--- config.mk ---
export PLATFORM = sky130hd
export DESIGN_NAME = rbc_top
export DESIGN_NICKNAME = d
export VERILOG_FILES = /design/src/logic/rbc_pkg.sv /design/src/logic/rbc_top.sv
export VERILOG_INCLUDE_DIRS = /design/src /design/src/logic
export SDC_FILE = /design/constraint.sdc
export NUM_CORES = 1
export LEC_CHECK = 0
export BUFFER_PORTS_ARGS = -buffer_cell sky130_fd_sc_hd__buf_2
export CORE_MARGIN = 4
export CORE_UTILIZATION = 36
export CTS_CLUSTER_DIAMETER = 100
export CTS_CLUSTER_SIZE = 16
export DETAILED_ROUTE_END_ITERATION = 7
export GPL_ROUTABILITY_DRIVEN = 0
export PLACE_DENSITY = 0.81
export SYNTH_ARGS = -nofsm -noshare
export SYNTH_HDL_FRONTEND = slang
export SYNTH_SLANG_ARGS = --single-unit
--- constraint.sdc ---
create_clock -name clk_sys_in -period 0.8 [get_ports clk_sys_in]
set_input_delay 0.04 -clock clk_sys_in [delete_from_list [all_inputs] [get_ports clk_sys_in]]
set_output_delay 0.04 -clock clk_sys_in [all_outputs]
set_load 0.005 [all_outputs]
--- src/logic/rbc_consts.svh ---
`ifndef RBC_CONSTS_SVH
`define RBC_CONSTS_SVH
// ==========================================
// register byte offsets
`define RBC_OFF_BACKUP_CTL 8'h00
`define RBC_OFF_SUBCLK_PWR 8'h04
`define RBC_OFF_PROTECT 8'h08
`define RBC_OFF_STATUS 8'h0C
`define RBC_OFF_BACKUP_SET 8'h10
`define RBC_OFF_BACKUP_CLR 8'h14
`define RBC_OFF_SUBCLK_SET 8'h18
`define RBC_OFF_SUBCLK_CLR 8'h1C
// ==========================================
// field positions
`define RBC_BIT_ALLOW 0
`define RBC_BIT_ENTER 1
`define RBC_BIT_LOWPWR 0
`define RBC_BIT_ST_MODE 0
`define RBC_BIT_ST_ARMED 1
`define RBC_BIT_ST_ERR 2
// ==========================================
// reset values and bus codes
`define RBC_RST_BYTE 8'h00
`define RBC_RST_WORD 32'h0000_0000
`define RBC_HTRANS_NONSEQ 2'h2
`define RBC_HSIZE_BYTE 3'h0
`define RBC_HSIZE_HALF 3'h1
`define RBC_HSIZE_WORD 3'h2
`define RBC_HRESP_OKAY 1'b0
`endif

--- src/logic/rbc_pkg.sv ---
package rbc_pkg;
  // ==========================================
  // protected write sequencer
  typedef enum logic [0:0] {
    RBC_PROT_IDLE = 1'b0,
    RBC_PROT_ARMED = 1'b1
  } rbc_prot_t;

  // ==========================================
  // ahb data phase record
  typedef struct packed {
    logic valid;
    logic write;
    logic lane0;
    logic [7:0] offset;
  } rbc_dphase_t;

  // ==========================================
  // stored control bits
  typedef struct packed {
    logic allow;
    logic enter;
    logic lowpwr;
  } rbc_ctl_t;
endpackage : rbc_pkg

--- src/logic/rbc_top.sv ---
// The address map and the AHB-Lite interface to the registers are this design's own decisions.
`timescale 1ns/100ps
`include "rbc_consts.svh"
// Summary of operation
// - control registers change only after the protect unlock write; watchdog exit clears backup_enter and subosc_low_power_sel without it.
// - byte writes and single-bit set or clear writes both supported.
// - control registers clear only on backup supply power-on reset; watchdog exit also clears backup_enter and subosc_low_power_sel.
// - backup_allow 0 forbids backup mode, 1 permits it.
// - backup_enter 1 requests backup mode, 0 leaves it.
// - backup_enter 1 selects divided subclock, stops irq, pin, correction.
// - backup_enter stores without backup_allow but mode stays off.
// - subosc_low_power_sel 0 normal oscillation, 1 ultra low power.
// - mode active with allow and enter; low power select optional.
// - mode released once backup_enter or backup_allow clears; low power select ignored.
// - watchdog reset cannot be stopped; reset flow then exits mode.
// - watchdog irq in backup mode without external reset exits mode.
// - counter and subclock keep running from the backup supply.
module rbc_top
  import rbc_pkg::*;
(
  input wire logic clk_sys_in,
  input wire logic rst_b_in,
  input wire logic hsel_in,
  input wire logic [31:0] haddr_in,
  input wire logic [1:0] htrans_in,
  input wire logic hwrite_in,
  input wire logic [2:0] hsize_in,
  input wire logic [31:0] hwdata_in,
  input wire logic hready_in,
  output logic [31:0] hrdata_out,
  output logic hreadyout_out,
  output logic hresp_out,
  input wire logic sys_reset_in,
  input wire logic ext_reset_in,
  input wire logic watchdog_irq_in,
  output logic backup_mode_out,
  output logic rtc_clk_div_sel_out,
  output logic rtc_irq_en_out,
  output logic rtc_pin_out_en_out,
  output logic rtc_err_corr_en_out,
  output logic subosc_low_power_sel_out
);

  // ==========================================
  // reset release
  logic rst_meta;
  logic rst_b_sync;

  // backup supply power-on reset is the only reset that clears the control bits
  always_ff @(posedge clk_sys_in or negedge rst_b_in)
  begin
    if (!rst_b_in)
    begin
      rst_meta <= 1'b0;
      rst_b_sync <= 1'b0;
    end
    else
    begin
      rst_meta <= 1'b1;
      rst_b_sync <= rst_meta;
    end
  end

  // ==========================================
  // helpers
  function automatic logic lane0_hit(input logic [2:0] size, input logic [1:0] lo);
    logic hit;
    hit = 1'b0;
    unique case (size)
      `RBC_HSIZE_BYTE: hit = (lo == 2'h0);
      `RBC_HSIZE_HALF: hit = (lo[1] == 1'b0);
      `RBC_HSIZE_WORD: hit = 1'b1;
      default: hit = 1'b0;
    endcase
    return hit;
  endfunction : lane0_hit

  function automatic logic is_ctl_target(input logic [7:0] off);
    return (off == `RBC_OFF_BACKUP_CTL) || (off == `RBC_OFF_SUBCLK_PWR) ||
           (off == `RBC_OFF_BACKUP_SET) || (off == `RBC_OFF_BACKUP_CLR) ||
           (off == `RBC_OFF_SUBCLK_SET) || (off == `RBC_OFF_SUBCLK_CLR);
  endfunction : is_ctl_target

  function automatic logic [31:0] read_mux(input logic [7:0] off, input rbc_ctl_t c,
                                           input logic mode, input logic armed,
                                           input logic err);
    logic [31:0] d;
    d = `RBC_RST_WORD;
    unique case (off)
      `RBC_OFF_BACKUP_CTL, `RBC_OFF_BACKUP_SET, `RBC_OFF_BACKUP_CLR:
      begin
        d[`RBC_BIT_ALLOW] = c.allow;
        d[`RBC_BIT_ENTER] = c.enter;
      end
      `RBC_OFF_SUBCLK_PWR, `RBC_OFF_SUBCLK_SET, `RBC_OFF_SUBCLK_CLR:
        d[`RBC_BIT_LOWPWR] = c.lowpwr;
      `RBC_OFF_STATUS:
      begin
        d[`RBC_BIT_ST_MODE] = mode;
        d[`RBC_BIT_ST_ARMED] = armed;
        d[`RBC_BIT_ST_ERR] = err;
      end
      default: d = `RBC_RST_WORD;
    endcase
    return d;
  endfunction : read_mux

  // ==========================================
  // ahb-lite address phase capture
  rbc_dphase_t dphase;
  rbc_dphase_t next_dphase;
  logic addr_take;

  assign addr_take = hsel_in && hready_in && (htrans_in == `RBC_HTRANS_NONSEQ);

  always_comb
  begin
    next_dphase.valid = addr_take;
    next_dphase.write = hwrite_in;
    next_dphase.lane0 = lane0_hit(hsize_in, haddr_in[1:0]);
    next_dphase.offset = {haddr_in[7:2], 2'b00};
  end

  always_ff @(posedge clk_sys_in or negedge rst_b_sync)
  begin
    if (!rst_b_sync)
    begin
      dphase <= '0;
    end
    else
    begin
      dphase <= next_dphase;
    end
  end

  logic wr_now;
  logic [7:0] wr_byte;

  assign wr_now = dphase.valid && dphase.write;
  assign wr_byte = hwdata_in[7:0];

  // ==========================================
  // protected write sequencer
  rbc_prot_t prot;
  rbc_prot_t next_prot;
  logic ctl_wr_ok;
  logic err;
  logic next_err;

  always_comb
  begin
    next_prot = prot;
    ctl_wr_ok = 1'b0;
    next_err = err;
    if (wr_now)
    begin
      if (dphase.offset == `RBC_OFF_PROTECT)
      begin
        next_prot = RBC_PROT_ARMED;
      end
      else
      begin
        // any other write consumes the unlock, so a stray store cannot land later
        next_prot = RBC_PROT_IDLE;
        // clear first so that a violation in the same cycle keeps the flag
        if ((dphase.offset == `RBC_OFF_STATUS) && dphase.lane0 &&
            wr_byte[`RBC_BIT_ST_ERR])
        begin
          next_err = 1'b0;
        end
        if (is_ctl_target(dphase.offset))
        begin
          ctl_wr_ok = (prot == RBC_PROT_ARMED) && dphase.lane0;
          if (prot != RBC_PROT_ARMED)
          begin
            next_err = 1'b1;
          end
        end
      end
    end
    // a system reset of the main domain drops a pending unlock only
    if (sys_reset_in)
    begin
      next_prot = RBC_PROT_IDLE;
    end
  end

  always_ff @(posedge clk_sys_in or negedge rst_b_sync)
  begin
    if (!rst_b_sync)
    begin
      prot <= RBC_PROT_IDLE;
      err <= 1'b0;
    end
    else
    begin
      prot <= next_prot;
      err <= next_err;
    end
  end

  // ==========================================
  // backup control bits
  rbc_ctl_t ctl;
  rbc_ctl_t next_ctl;
  logic mode;
  logic next_mode;
  logic wdt_exit;

  // watchdog irq only pulls the block out when no external reset owns the exit
  assign wdt_exit = mode && watchdog_irq_in && !ext_reset_in;

  always_comb
  begin
    next_ctl = ctl;
    if (ctl_wr_ok)
    begin
      unique case (dphase.offset)
        `RBC_OFF_BACKUP_CTL:
        begin
          next_ctl.allow = wr_byte[`RBC_BIT_ALLOW];
          next_ctl.enter = wr_byte[`RBC_BIT_ENTER];
        end
        `RBC_OFF_BACKUP_SET:
        begin
          next_ctl.allow = ctl.allow | wr_byte[`RBC_BIT_ALLOW];
          next_ctl.enter = ctl.enter | wr_byte[`RBC_BIT_ENTER];
        end
        `RBC_OFF_BACKUP_CLR:
        begin
          next_ctl.allow = ctl.allow & ~wr_byte[`RBC_BIT_ALLOW];
          next_ctl.enter = ctl.enter & ~wr_byte[`RBC_BIT_ENTER];
        end
        `RBC_OFF_SUBCLK_PWR:
          next_ctl.lowpwr = wr_byte[`RBC_BIT_LOWPWR];
        `RBC_OFF_SUBCLK_SET:
          next_ctl.lowpwr = ctl.lowpwr | wr_byte[`RBC_BIT_LOWPWR];
        `RBC_OFF_SUBCLK_CLR:
          next_ctl.lowpwr = ctl.lowpwr & ~wr_byte[`RBC_BIT_LOWPWR];
        default:
          next_ctl = ctl;
      endcase
    end
    if (wdt_exit)
    begin
      next_ctl.enter = 1'b0;
      next_ctl.lowpwr = 1'b0;
    end
    // enter stores even without allow; the mode gate below keeps mode off, but the rtc outputs still follow enter
    next_mode = next_ctl.allow && next_ctl.enter;
  end

  always_ff @(posedge clk_sys_in or negedge rst_b_sync)
  begin
    if (!rst_b_sync)
    begin
      ctl <= '0;
      mode <= 1'b0;
    end
    else
    begin
      ctl <= next_ctl;
      mode <= next_mode;
    end
  end

  // ==========================================
  // read data, taken at the address phase from the coming values
  logic [31:0] rdata;
  logic [31:0] next_rdata;

  always_comb
  begin
    next_rdata = rdata;
    if (addr_take && !hwrite_in)
    begin
      next_rdata = read_mux({haddr_in[7:2], 2'b00}, next_ctl, next_mode,
                            (next_prot == RBC_PROT_ARMED), next_err);
    end
  end

  always_ff @(posedge clk_sys_in or negedge rst_b_sync)
  begin
    if (!rst_b_sync)
    begin
      rdata <= `RBC_RST_WORD;
    end
    else
    begin
      rdata <= next_rdata;
    end
  end

  // ==========================================
  // outputs
  assign hrdata_out = rdata;
  assign hreadyout_out = 1'b1;
  assign hresp_out = `RBC_HRESP_OKAY;
  assign backup_mode_out = mode;
  // counter keeps its own clock and count; only these features follow enter
  assign rtc_clk_div_sel_out = ctl.enter;
  assign rtc_irq_en_out = !ctl.enter;
  assign rtc_pin_out_en_out = !ctl.enter;
  assign rtc_err_corr_en_out = !ctl.enter;
  assign subosc_low_power_sel_out = ctl.lowpwr;

endmodule : rbc_top

==> out/results.tsv <==
metric	value	unit
syn_inst	120	
die_w	65.3	microns
clk_latency	0.30	ns
row_count	20	
crit_type	reg -> reg	
slew_violations	0	
hp-start	sys_reset_in	
core	3100	sq um
ys_async_sr_fraction	100	%
top_register	dphase	
rrSetupSlack	-0.91	ns
synth_edf_count	0	
grt_overflow	0	
cp_max_fo	5	
drt_wl_total	2850	microns
hold_viol_final	0	
die-area	4260	sq um
grt_max_degree	19	
first_pass_iters	5	
clock_sinks	20	
finClkSkew	0.00282	ns
h-tree-depth	1	
maxCapViolations	0	
drt_iter0_drc	36	
final_common_cell	conb_1	
ys_types	36	
synth-main-ff-cell	dfrtp_1	
leakage	0.000850	uW
cts_buffers	3	
synthTopCellsByArea	dfrtp_1 42%, buf_4 21%, nor2_1 2.5%, nand4bb_4 2.3%, inv_1 2.2%	
ys_ff_latch	20	
fin_setup_tns	-8.42	ns
finalWorstSetupSlack	-0.906	ns
netlist.area_leader.share	42.4	%
rsz0062_at_grt	true	
synth_area	1180	sq um
r2r-end	hrdata_out[1]	
crit_chain	nand4bb_4 -> or4_4 -> a21oi_4 -> nand3_1 -> a31oi_1	
drc	0	
vias	1023	
grt_pass1_vias	1006	
postLayoutCoreUtil	56.5	%
ys_warn_count	0	
hold_end	prot	
critPathMaxStageDelay	0.54	ns
place_hpwl	2080	microns
max_freq	586	MHz
arrival	1.94	ns
pin_count	117	
critPathSlowestCell	or4_4	
power	2260	uW
tritoncts	built	
ctsLongestPathBuffers	2	
grt_pass1_wl	4460	microns
cp_data_required_time	1.03	ns
detail_route.wl_per_cell	12.1	microns
min_period	1.71	ns
drive_gt1_share	42.7	%
max_slew_margin	57.1	%
fin_cells	236	
place_area	1460	sq um
fin_nets	270	
clkTransAtPathRegs	0.12	ns
power_density	1290	nW/um^2
postRouteAntennaNets	0	
dp_cells	219	
hold_depth	3	
diodes	0	
avgSynthCellArea	9.84	sq um
largest_reg_flops	9	
hold_path.class	in -> reg	
final_cell_mix	32 x conb_1, 27 x buf_2, 25 x buf_4, 20 x dfrtp_1, 10 x buf_6	
end_kind	register	
syn2layout_area_growth	48.5	%
status	finished with violations	
ir_drop	0.000748	V
grt_util_all_layers	13.2	%
worst_pin_slew	0.636	ns
cts_root_buf	clkbuf_4	
finalSetupViolCount	18	
worst-r2r-cell-count	5	
final_area	1750	sq um
grt_antenna_before_repair	0	
cts_hold_buf	9	
die_y	65.3	microns
start_util	38.1	%
io_buffers	32	
finalCritPeriodShare	213	%
violations	negative setup slack	
yosysTopAreaCell	dfrtp_1	
synth_seq_area_share	42.4	%
viasPerCell	4.33	
r2r_start	dphase[5]	
cp-start-kind	register	
==> where the power goes <==
group	switching (uW)	internal, uW	total (uW)	leakage (uW)
Combinational	236	307	542	0.000583
Clock	319	277	596	0.0000210
Sequential	47.2	1070	1120	0.000246
==> final cells by class <==
class / instances / area [sq um]
fillers: 287 / 1350
multi-input cells: 90 / 608
repair buffers: 71 / 526
flip-flops and latches: 20 / 500
well taps: 44 / 55.1
clock buffers: 4 / 36.3
inverters: 7 / 28.8
==> repair_timing <==
action	CTS	global route
endpoints found under the hold margin	10	1
gates resized for setup	18	8
buffers inserted	2	4
pin swaps	5	7
setup endpoints to repair	18	18
==> kinds of logic after synthesis <==
logic type	synth area share, %
compound gates	11.2
buf+inv	23.2
flops	42.4
mux	1.80
other cells	0.636
simple gates	20.8
==> cell usage after synthesis, types with 2 or more instances <==
cell       n
buf_4     33
a21oi_2    2
o21ai_0    2
dfrtp_1   20
nand4b_1   2
nor2b_1    4
o41ai_1    2
conb_1     2
nand3_1    4
o211ai_1   2
nor2_1     8
inv_1      7
a21oi_1    3
nand2_1    5
nand4_1    3
==> critical path: cells and delay by family, from the launching register on <==
family / cells / cell delay [ns]
AND/OR/NAND/NOR: 3 / 0.92
AO/OA/AOI/OAI: 2 / 0.32
flip-flops: 1 / 0.41
==> metrics by stage <==
| step | hold slack (ns) | setup WS [ns] |
|---|---|---|
| after floorplan | -0.256 | -0.774 |
| after CTS | 0.00412 | -0.859 |
| final | 0.0103 | -0.906 |
| after global placement | -0.174 | -0.812 |
| after detailed placement | -0.172 | -0.902 |
| after global routing | -0.00141 | -0.982 |
==> worst max-delay path by stage <==
stage	startpoint	endpoint	slack [ns]	depth (start not counted)
CTS	dphase[5]	hrdata_out[2]	-0.86	6
finish	dphase[5]	hrdata_out[1]	-0.91	5
floorplan	dphase[5]	hrdata_out[1]	-0.77	5
global route	dphase[5]	hrdata_out[1]	-0.98	5
global placement	dphase[5]	hrdata_out[1]	-0.81	5
detailed placement	dphase[5]	hrdata_out[1]	-0.90	5
==> routing by layer <==
layer  vias to the layer above  part of all wire (%)  global-route usage, %
met3                         4                   6.4                   2.22
li1                        498                     -                      -
met5                         -                     0                      0
met2                        38                    51                   21.4
met1                       483                    42                   17.7
met4                         0                  0.81                   4.92
Note: power is estimated with default switching activity, not from simulation.
